==> src/conv_cfg_consts.svh <==
`ifndef CONV_CFG_CONSTS_SVH
`define CONV_CFG_CONSTS_SVH

// Register offsets
`define OFF_CFG_READY  12'h025
`define OFF_SOFT_RST   12'h100
`define OFF_GLB_PWR    12'h101
`define OFF_SYNC_CLR   12'h102
`define OFF_IN_TERM    12'h104
`define OFF_OVR_CTRL   12'h10a
`define OFF_OVR_LEN    12'h10b
`define OFF_OUT_CFG    12'h110
`define OFF_INV_LO     12'h111
`define OFF_INV_HI     12'h112
`define OFF_IRQ_STAT   12'h120
`define OFF_IRQ_MASK   12'h121
`define OFF_SYNC_STAT  12'h140
`define OFF_PD_A       12'h691
`define OFF_PD_B       12'h692

// Field positions
`define BIT_CFG_READY  4
`define BIT_SOFT_RST   0
`define BIT_GLB_PDN    4
`define BIT_SYNC_CLR   6
`define BIT_SYNC_FLAG  6
`define BIT_IN_TERM    0
`define BIT_OVR_STICKY 0
`define BIT_OUT_TERM   7
`define BIT_HALF_SWING 5
`define BIT_SDR        2
`define BIT_DATA_CLOCK_POWER_DOWN    4
`define IRQ_CFG        0
`define IRQ_SYNC       1
`define IRQ_OVR        2
`define OVR_CLR_CODE   2'h2
`define OUT_CFG_MASK   8'ha4

// Reset values
`define OUT_CFG_RST    8'h04

// Timing
`define FUSE_LOAD_NS   320
`define CLK_PERIOD_NS  5

`endif

==> src/conv_cfg_pkg.sv <==
package conv_cfg_pkg;

   typedef enum logic [0:0]
   {
      FUSE_LOADING = 1'b0,
      FUSE_DONE    = 1'b1
   } fuse_e;

   typedef struct packed {
      fuse_e       fuse;
      logic [15:0] fuse_cnt;
      logic        sr_meta;
      logic        sr_sync;
      logic        sr_prev;
      logic        glb_pdn;
      logic        sync_clr;
      logic        sync_flag;
      logic        in_term;
      logic [1:0]  ovr_clr;
      logic        ovr_sticky;
      logic [7:0]  ovr_len;
      logic [7:0]  ovr_cnt;
      logic        ovr;
      logic [7:0]  out_cfg;
      logic [7:0]  inv_lo;
      logic [7:0]  inv_hi;
      logic [3:0]  pd_a;
      logic [4:0]  pd_b;
      logic [2:0]  irq_st;
      logic [2:0]  irq_mask;
      logic        irq;
      logic [7:0]  rdata;
   } regs_s;

endpackage

==> src/converter_config_status_regs.sv <==
`timescale 1ns/10ps
`include "conv_cfg_consts.svh"

module converter_config_status_regs
   import conv_cfg_pkg::*;
#(
   parameter logic [15:0] FUSE_LOAD_CYC =
      16'((`FUSE_LOAD_NS + `CLK_PERIOD_NS - 1) / `CLK_PERIOD_NS)
)
(
   // Clock and reset
   input  logic        clk,
   input  logic        rst_n,
   // Register port
   input  logic [11:0] addr,
   input  logic [7:0]  wdata,
   input  logic        wr,
   input  logic        rd,
   output logic [7:0]  rdata,
   // Events
   input  logic        sync_ref_in,
   input  logic        ovr_sample,
   // Status
   output logic        cfg_ready,
   output logic        sync_ref_detect_flag,
   output logic        ovr_out,
   output logic        irq,
   // Analog and power controls
   output logic        global_power_down,
   output logic        input_termination_select,
   // Output link controls
   output logic        lvds_term_100,
   output logic        half_swing,
   output logic        single_double_rate_select,
   output logic [15:0] lane_polarity_invert,
   output logic [7:0]  lane_power_down,
   output logic        data_clock_power_down
);

   regs_s q;
   regs_s n;
   logic  sync_evt;
   logic  clr_hit;
   logic  soft_rst;

   // Defaults shared by hardware reset and soft reset
   function automatic regs_s reset_val();
      regs_s r;
      r = '0;
      r.out_cfg = `OUT_CFG_RST;
      return r;
   endfunction

   // Upper inversion byte counts lanes downwards
   function automatic logic [7:0] rev8(input logic [7:0] v);
      logic [7:0] r;
      r = '0;
      for (int i = 0; i < 8; i++)
      begin
         r[i] = v[7 - i];
      end
      return r;
   endfunction

   function automatic logic [7:0] rd_byte(input regs_s s,
                                          input logic [11:0] a);
      logic [7:0] r;
      r = 8'h00;
      case (a)
         `OFF_CFG_READY: r[`BIT_CFG_READY] = (s.fuse == FUSE_DONE);
         `OFF_SOFT_RST:  r = 8'h00;
         `OFF_GLB_PWR:   r[`BIT_GLB_PDN] = s.glb_pdn;
         `OFF_SYNC_CLR:  r[`BIT_SYNC_CLR] = s.sync_clr;
         `OFF_IN_TERM:   r[`BIT_IN_TERM] = s.in_term;
         `OFF_OVR_CTRL:  r = {5'h00, s.ovr_clr, s.ovr_sticky};
         `OFF_OVR_LEN:   r = s.ovr_len;
         `OFF_OUT_CFG:   r = s.out_cfg;
         `OFF_INV_LO:    r = s.inv_lo;
         `OFF_INV_HI:    r = s.inv_hi;
         `OFF_IRQ_STAT:  r = {5'h00, s.irq_st};
         `OFF_IRQ_MASK:  r = {5'h00, s.irq_mask};
         `OFF_SYNC_STAT: r[`BIT_SYNC_FLAG] = s.sync_flag;
         `OFF_PD_A:      r = {s.pd_a, 4'h0};
         `OFF_PD_B:      r = {3'h0, s.pd_b};
         default:        r = 8'h00;
      endcase
      return r;
   endfunction

   // Rising edge of the synchronised sync reference
   assign sync_evt = q.sr_sync & ~q.sr_prev;
   // Clear code acts for as long as it stays stored
   assign clr_hit  = (q.ovr_clr == `OVR_CLR_CODE);
   assign soft_rst = wr && (addr == `OFF_SOFT_RST) && wdata[`BIT_SOFT_RST];

   always_comb
   begin
      logic [2:0] ev;
      logic [2:0] rd_clr;
      regs_s      keep;
      ev     = 3'h0;
      rd_clr = 3'h0;
      keep   = '0;
      n      = q;

      // Pin synchroniser; only sr_sync and sr_prev are looked at
      n.sr_meta = sync_ref_in;
      n.sr_sync = q.sr_meta;
      n.sr_prev = q.sr_sync;

      // Fuse load sequencer
      // Counter parks once loaded, so ready never drops again
      case (q.fuse)
         FUSE_LOADING:
         begin
            if (q.fuse_cnt == FUSE_LOAD_CYC - 16'h0001)
            begin
               n.fuse = FUSE_DONE;
               ev[`IRQ_CFG] = 1'b1;
            end
            else
            begin
               n.fuse_cnt = q.fuse_cnt + 16'h0001;
            end
         end
         FUSE_DONE:
         begin
            n.fuse = FUSE_DONE;
         end
         default:
         begin
            n.fuse = FUSE_LOADING;
         end
      endcase

      // Register writes, reserved bits dropped
      if (wr)
      begin
         case (addr)
            `OFF_GLB_PWR:   n.glb_pdn = wdata[`BIT_GLB_PDN];
            `OFF_SYNC_CLR:  n.sync_clr = wdata[`BIT_SYNC_CLR];
            `OFF_IN_TERM:   n.in_term = wdata[`BIT_IN_TERM];
            `OFF_OVR_CTRL:
            begin
               n.ovr_clr    = wdata[2:1];
               n.ovr_sticky = wdata[`BIT_OVR_STICKY];
            end
            `OFF_OVR_LEN:   n.ovr_len = wdata;
            `OFF_OUT_CFG:   n.out_cfg = wdata & `OUT_CFG_MASK;
            `OFF_INV_LO:    n.inv_lo = wdata;
            `OFF_INV_HI:    n.inv_hi = wdata;
            `OFF_IRQ_MASK:  n.irq_mask = wdata[2:0];
            `OFF_PD_A:      n.pd_a = wdata[7:4];
            `OFF_PD_B:      n.pd_b = wdata[4:0];
            default:        n.glb_pdn = q.glb_pdn;
         endcase
      end

      // Flag set wins over the held clear
      n.sync_flag = sync_evt | (q.sync_flag & ~q.sync_clr);
      ev[`IRQ_SYNC] = sync_evt;

      // Overrange: sticky hold or retriggerable stretch
      if (q.ovr_sticky)
      begin
         n.ovr     = ovr_sample | (q.ovr & ~clr_hit);
         n.ovr_cnt = 8'h00;
      end
      else if (ovr_sample)
      begin
         n.ovr     = 1'b1;
         n.ovr_cnt = q.ovr_len;
      end
      else if (q.ovr_cnt != 8'h00)
      begin
         n.ovr     = 1'b1;
         n.ovr_cnt = q.ovr_cnt - 8'h01;
      end
      else
      begin
         n.ovr = 1'b0;
      end
      ev[`IRQ_OVR] = ovr_sample;

      // Status clears on read; a new event in that cycle survives
      if (rd && (addr == `OFF_IRQ_STAT))
      begin
         rd_clr = 3'h7;
      end
      n.irq_st = ev | (q.irq_st & ~rd_clr);

      n.rdata = rd ? rd_byte(q, addr) : 8'h00;

      // Soft reset keeps fuse state and synchroniser, rest to defaults
      if (soft_rst)
      begin
         keep       = n;
         n          = reset_val();
         n.fuse     = keep.fuse;
         n.fuse_cnt = keep.fuse_cnt;
         n.sr_meta  = keep.sr_meta;
         n.sr_sync  = keep.sr_sync;
         n.sr_prev  = keep.sr_prev;
      end

      n.irq = |(n.irq_st & n.irq_mask);
   end

   always_ff @(posedge clk or negedge rst_n)
   begin
      if (!rst_n)
      begin
         q <= reset_val();
      end
      else
      begin
         q <= n;
      end
   end

   assign rdata                     = q.rdata;
   assign cfg_ready                 = (q.fuse == FUSE_DONE);
   assign sync_ref_detect_flag      = q.sync_flag;
   assign ovr_out                   = q.ovr;
   assign irq                       = q.irq;
   assign global_power_down         = q.glb_pdn;
   assign input_termination_select  = q.in_term;
   assign lvds_term_100             = q.out_cfg[`BIT_OUT_TERM];
   assign half_swing                = q.out_cfg[`BIT_HALF_SWING];
   assign single_double_rate_select = q.out_cfg[`BIT_SDR];
   // Upper byte is wired in reverse lane order
   assign lane_polarity_invert      = {rev8(q.inv_hi), q.inv_lo};
   // Lanes 5..7 sit high in one byte, 0..4 reversed in the other
   assign lane_power_down = {q.pd_a[1], q.pd_a[2], q.pd_a[3],
                             q.pd_b[0], q.pd_b[1], q.pd_b[2],
                             q.pd_b[3], q.pd_b[4]};
   assign data_clock_power_down     = q.pd_a[0];
endmodule

==> config.mk <==
export PLATFORM = sky130hd
export DESIGN_NAME = converter_config_status_regs
export DESIGN_NICKNAME = d
export VERILOG_FILES = /design/src/conv_cfg_pkg.sv /design/src/converter_config_status_regs.sv
export VERILOG_INCLUDE_DIRS = /design/src
export SDC_FILE = /design/constraint.sdc
export NUM_CORES = 1
export LEC_CHECK = 0
export ABC_AREA = 1
export BUFFER_PORTS_ARGS = -buffer_cell sky130_fd_sc_hd__buf_4
export CAP_MARGIN = 40
export CORE_ASPECT_RATIO = 1.1
export CORE_UTILIZATION = 39
export CTS_CLUSTER_SIZE = 10
export DETAILED_ROUTE_END_ITERATION = 12
export HOLD_SLACK_MARGIN = 0.08
export PLACE_DENSITY = 0.61
export SYNTH_ARGS = -nofsm -noshare
export SYNTH_HDL_FRONTEND = slang
export SYNTH_SLANG_ARGS = --single-unit
==> constraint.sdc <==
create_clock -name clk -period 2.7 [get_ports clk]
set_input_delay 0.405 -clock clk [delete_from_list [all_inputs] [get_ports clk]]
set_output_delay 0.405 -clock clk [all_outputs]
set_load 0.1 [all_outputs]
After elaboration in Yosys (flattened, before gate mapping)
Index checks and enable logic that the tools add are counted.
{ "totals": {"register_bits": 92, "wordCells": 115} }
{ "op_classes": {"bitwise": 13, "eq_ne": 17, "n_addsub": 2, "muxes": 33, "n_reduce_logical": 27} }
{ "op_table": {"columns": ["op", "n"], "rows": [
  ["12-bit by 9-bit equality test with 1-bit output, second input constant", 12],
  ["72-bit 2-to-1 mux", 1],
  ["8-bit 2-to-1 mux", 6],
  ["33-bit 2-to-1 mux", 1],
  ["16-bit 2-to-1 mux", 2],
  ["12-bit by 11-bit equality test with 1-bit output, second input constant", 2],
  ["3-bit case mux with 8 select lines", 1],
  ["2-bit nonzero test", 11],
  ["2-bit AND reduction", 10],
  ["9-bit 2-to-1 mux", 2],
  ["16-bit by 1-bit adder with 16-bit output, second input constant", 1],
  ["16-bit by 6-bit equality test with 1-bit output, second input constant", 1],
  ["12-bit by 6-bit equality test with 1-bit output, second input constant", 1],
  ["12-bit 2-to-1 mux", 1],
  ["3-bit 2-to-1 mux", 4],
  ["1-bit case mux with 5 select lines", 2],
  ["1-bit case mux with 9 select lines", 1],
  ["1-bit case mux with 8 select lines", 1],
  ["8-bit nonzero test", 1],
  ["8-bit by 1-bit subtractor with 8-bit output, second input constant", 1],
  ["1-bit case mux with 7 select lines", 1],
  ["3-bit bitwise AND", 2],
  ["1-bit 2-to-1 mux", 6],
  ["5-bit 2-to-1 mux", 1],
  ["12 further kinds", 20]
]} }

Logic depth before layout (Yosys ltp)
{ "logic_depth": {"ltp_word": 9, "depth_mapped": 12, "mapped_depth_nobuf": 11} }

Worst setup path before layout
OpenSTA, ideal clock, no wires.
{ "synth_path": {"path_type": "reg2reg", "start": "reg q, in the netlist cfg_ready", "end": "reg q[81] (netlist name)", "arrival_ns": 1.559, "stages_incl_launch_ff": 5, "setup_slack_ns": 1.075, "n_path_buf": 1, "path_cell_list": "dfrtp_1 > a31oi_4 > clkbuf_1 > nand3_1 > nand2_1"} }
{ "synth_via": {"elab_chain_cells": 1} }
{ "synth_rtl": {"columns": ["item", "line_no", "source"], "rows": [
  ["start: declaration", "converter_config_status_regs.sv:40", "regs_s q;"],
  ["start signal: assignment", "converter_config_status_regs.sv:213", "q <= reset_val();"],
  ["start signal: assignment", "converter_config_status_regs.sv:217", "q <= n;"],
  ["16-bit 2-to-1 mux", "converter_config_status_regs.sv:113", "case (q.fuse)"]
]} }
Every way passes these cells.
A chain may end at the register's enable or synchronous reset.

Worst setup path in the final report
{ "layout_path": {"start": "reg q[75] (netlist name)", "end": "reg q[90] (netlist name)"} }
{ "layout_via": {"elab_chain_cells": 3} }
{ "layout_rtl": {"columns": ["item", "line_no", "source"], "rows": [
  ["16-bit by 1-bit adder with 16-bit output / 16-bit by 6-bit equality test with 1-bit output (equally long branches)", "converter_config_status_regs.sv:123, converter_config_status_regs.sv:116", null],
  ["16-bit 2-to-1 mux *", "converter_config_status_regs.sv:116", "if (q.fuse_cnt == FUSE_LOAD_CYC - 16'h0001)"],
  ["16-bit 2-to-1 mux *", "converter_config_status_regs.sv:113", null]
]} }
Every way passes the cells marked *; elsewhere a longest branch is shown, timed or not.

==> impl_metrics.yaml <==
run_status:
  status: "finished with violations"
  violations: "design-rule violations"
timing:
  finalSetupViolCount: 0
  fin_crit_ns: 2.15
  rsz0062_at_grt: "false"
  relSlewSlack_pct: 47.4
  final.period_utilization_pct: 79.6
  worstMarginPinSlew_ns: 0.782
  fmaxAchievable_mhz: 465
  hold_slack_ns: 0.167
  setup_tns_ns: 0
  clock_skew_ns: 0.00691
  finalHoldViolCount: 0
  slew_viol_final: 0
final_layout:
  syn2layout_area_growth_pct: 15.2
  nNetsFinal: 778
  drive_above_1_share_pct: 15.9
  stdcell_count: 911
  n_fill_cell: 1334
  diodes: 0
die:
  start_util_pct: 40.3
  die_w_um: 111
  die_y_um: 122
  coreArea_um2: 12700
  rows: 43
  die-area_um2: 13600
  io_pins: 68
critical_path:
  worstReg2RegEnd: "q[90]"
  required_ns: 2.96
  path_max_fanout: 25
  worstSetupPathType: "reg -> reg"
  critPathArrivalTime_ns: 2.41
  reg2reg_from: "q[75]"
  cp-startpoint: "q[75]"
  r2r_setup_slack_ns: 0.55
  start_kind: "flip-flop"
  crit_end: "q[90]"
  rr_worst_depth: 8
  worst_setup_path_end_kind: "flip-flop"
cts:
  cts_tree: "done"
  cts_root_buf: "clkbuf_16"
  cts_max_path_buffers: 2
  clk_pin_slew_ns: 0.06
  cts_buffers: 9
  clk_latency_ns: 0.34
  htreeDepth: 3
  post_cts_resized: 0
  clock_sinks: 87
synthesis:
  synthesis.area_um2: 5110
  synth_area_per_cell_um2: 7.25
  yosysTopAreaCell: "dfrtp_1"
  synth_cell_type_count: 34
  yosys-top-cells-area: "dfrtp_1 (42%), nand2_1 (17%), inv_1 (6.8%)"
  yosysWarnings: 0
  ys_seq_elements: 87
  synth_seq_area_share_pct: 42.6
  synthCells: 705
  yosysTopAreaCellShare_pct: 42.1
  synth_nets: 734
grt:
  grt_max_degree: 50
  grt_pass1_vias: 4376
  grt_pass1_wl_mm: 21.8
  antenna_found_initial: 0
  grt_usage_pct: 21.0
  grt-ovfl-total: 0
pwr:
  clkPwrFrac_pct: 45.9
  powerDensity_nw_per_um2: 476
  p_switching_mw: 0.665
  irDropWorstVdd_mv: 0.324
  p_int_mw: 2.14
  pwr-share-comb_pct: 7.0
  p_leak_nw: 3.14
  swShare_pct: 23.7
  seqPwrFrac_pct: 47.0
routing:
  wl_mm: 13.5
  wl_per_cell_um: 14.8
  dr.pass1.iters: 9
  dr.first_iter.drc_count: 335
  vias: 4489
  vias_per_cell: 4.93
  drcViolationCount: 10
  ant_nets: 0
min_path:
  hold_class: "in -> reg"
placement:
  gp_congestion: 0.933
  hpwlAfterDp_mm: 10.6
  port_buffers: 67
  placed_cells: 894
flow_run:
  max_cap_viol_count: 0
worst min path at each step:
stage / startpoint / to / slack, ns / cells after the start
2_1_floorplan: rst_n / cfg_ready / 0.11 / 0
5_1_grt: sync_ref_in / q[74] / 0.16 / 1
4_1_cts: sync_ref_in / q[74] / 0.15 / 1
6_report: sync_ref_in / q[74] / 0.17 / 1
3_5_place_dp: q[74] / q[73] / 0.33 / 0
3_3_place_gp: q[74] / q[73] / 0.33 / 0
power groups by stage:
| stage | registers (mW) | clock network (mW) | logic (mW) |
|---|---|---|---|
| floorplan | 1.35 | 0 | 0.0878 |
| global placement | 1.34 | 0 | 0.196 |
| detailed placement | 1.34 | 0 | 0.198 |
| CTS | 1.32 | 1.32 | 0.200 |
| global route | 1.32 | 1.37 | 0.218 |
| finish | 1.32 | 1.29 | 0.197 |
registers in the layout (all words and copies together) (netlist names):
| register | cells |
|---|---|
| cfg_ready | 1 |
| lvds_term_100 | 1 |
| ovr_out | 1 |
| irq | 1 |
| global_power_down | 1 |
| lane_power_down | 8 |
| half_swing | 1 |
| lane_polarity_invert | 16 |
| input_termination_select | 1 |
| q | 45 |
| rdata | 8 |
| single_double_rate_select | 1 |
| data_clock_power_down | 1 |
| sync_ref_detect_flag | 1 |
layer usage:
metal  up-vias  routed length (µm)  global-route usage [%]
met5         -                   0                       0
met4         0                 375                    10.6
met3        21                 643                    4.33
met2        94                6680                    36.1
met1      2118                5780                    25.1
li1       2256                   -                       -
worst max-delay path, stage by stage (launching register included):
cell	delay, ns
dfrtp_1	0.42
ha_1	0.24
inv_1	0.09
nor2_2	0.07
inv_1	0.09
nor2_4	0.06
a31oi_4	0.51
clkinv_1	0.35
o21ai_0	0.23
cell usage after synthesis (all sizes together):
master	instances
nand3b	1
a31oi	3
and2	1
nor2	81
xor2	11
nor3	12
clkinv	1
dfrtp	86
inv	95
nand2	244
o211ai	2
o22ai	3
clkbuf	3
buf	41
xnor2	4
ha	3
nor4	1
nand4	15
o21ai	40
a21oi	15
nand3	40
dfstp	1
nor3b	2
logic make-up (layout without fill, tap and decap cells):
family	count (synthesis)	in the layout	share of synthesized area (%)
compound gates	63	63	7.22
xor+xnor	15	15	2.57
fa+ha+maj	3	3	0.734
buf+inv	140	189	13.3
flops	87	87	42.6
simple gates	397	397	33.6
cell usage in the layout, fill, tap and decap left out, drive strengths merged, types with 2 or more instances in the layout:
| cell type | synthesis | routed |
|---|---|---|
| ha | 3 | 3 |
| clkinv | 1 | 3 |
| nand3 | 40 | 40 |
| nor3 | 12 | 12 |
| nand2 | 244 | 244 |
| o211ai | 2 | 2 |
| a31oi | 3 | 3 |
| clkbuf | 3 | 12 |
| o21ai | 40 | 40 |
| inv | 95 | 96 |
| xnor2 | 4 | 4 |
| buf | 41 | 76 |
| nor2 | 81 | 81 |
| xor2 | 11 | 11 |
| nor3b | 2 | 2 |
| dfrtp | 86 | 86 |
| o22ai | 3 | 3 |
| nand4 | 15 | 15 |
| a21oi | 15 | 15 |
final cells by class:
| cell class | instances | area, µm² | share of cell area (%) |
|---|---|---|---|
| Tap cell | 157 | 196 | 3.33 |
| Timing Repair Buffer | 77 | 593 | 10.1 |
| Clock inverter | 4 | 52.6 | 0.892 |
| Inverter | 96 | 360 | 6.12 |
| Multi-Input combinational cell | 478 | 2250 | 38.3 |
| Clock buffer | 12 | 256 | 4.35 |
| Sequential cell | 87 | 2180 | 37.0 |
per-stage QoR:
step	power [mW]	utilization, %	cell area (µm²)	setup WS [ns]
after floorplan	1.44	-	5110	1.07
after global placement	1.54	43.9	5570	0.572
after detailed placement	1.54	43.9	5570	0.539
after CTS	2.84	46.4	5890	0.537
after global routing	2.90	46.4	5890	0.231
final	2.80	46.4	5890	0.551
timing repair:
action | CTS | global route
endpoints found under the hold margin | 37 | 0
hold buffers | 1 | 0
buffers inserted | 0 | 0
(Power assumes the default switching activity.)
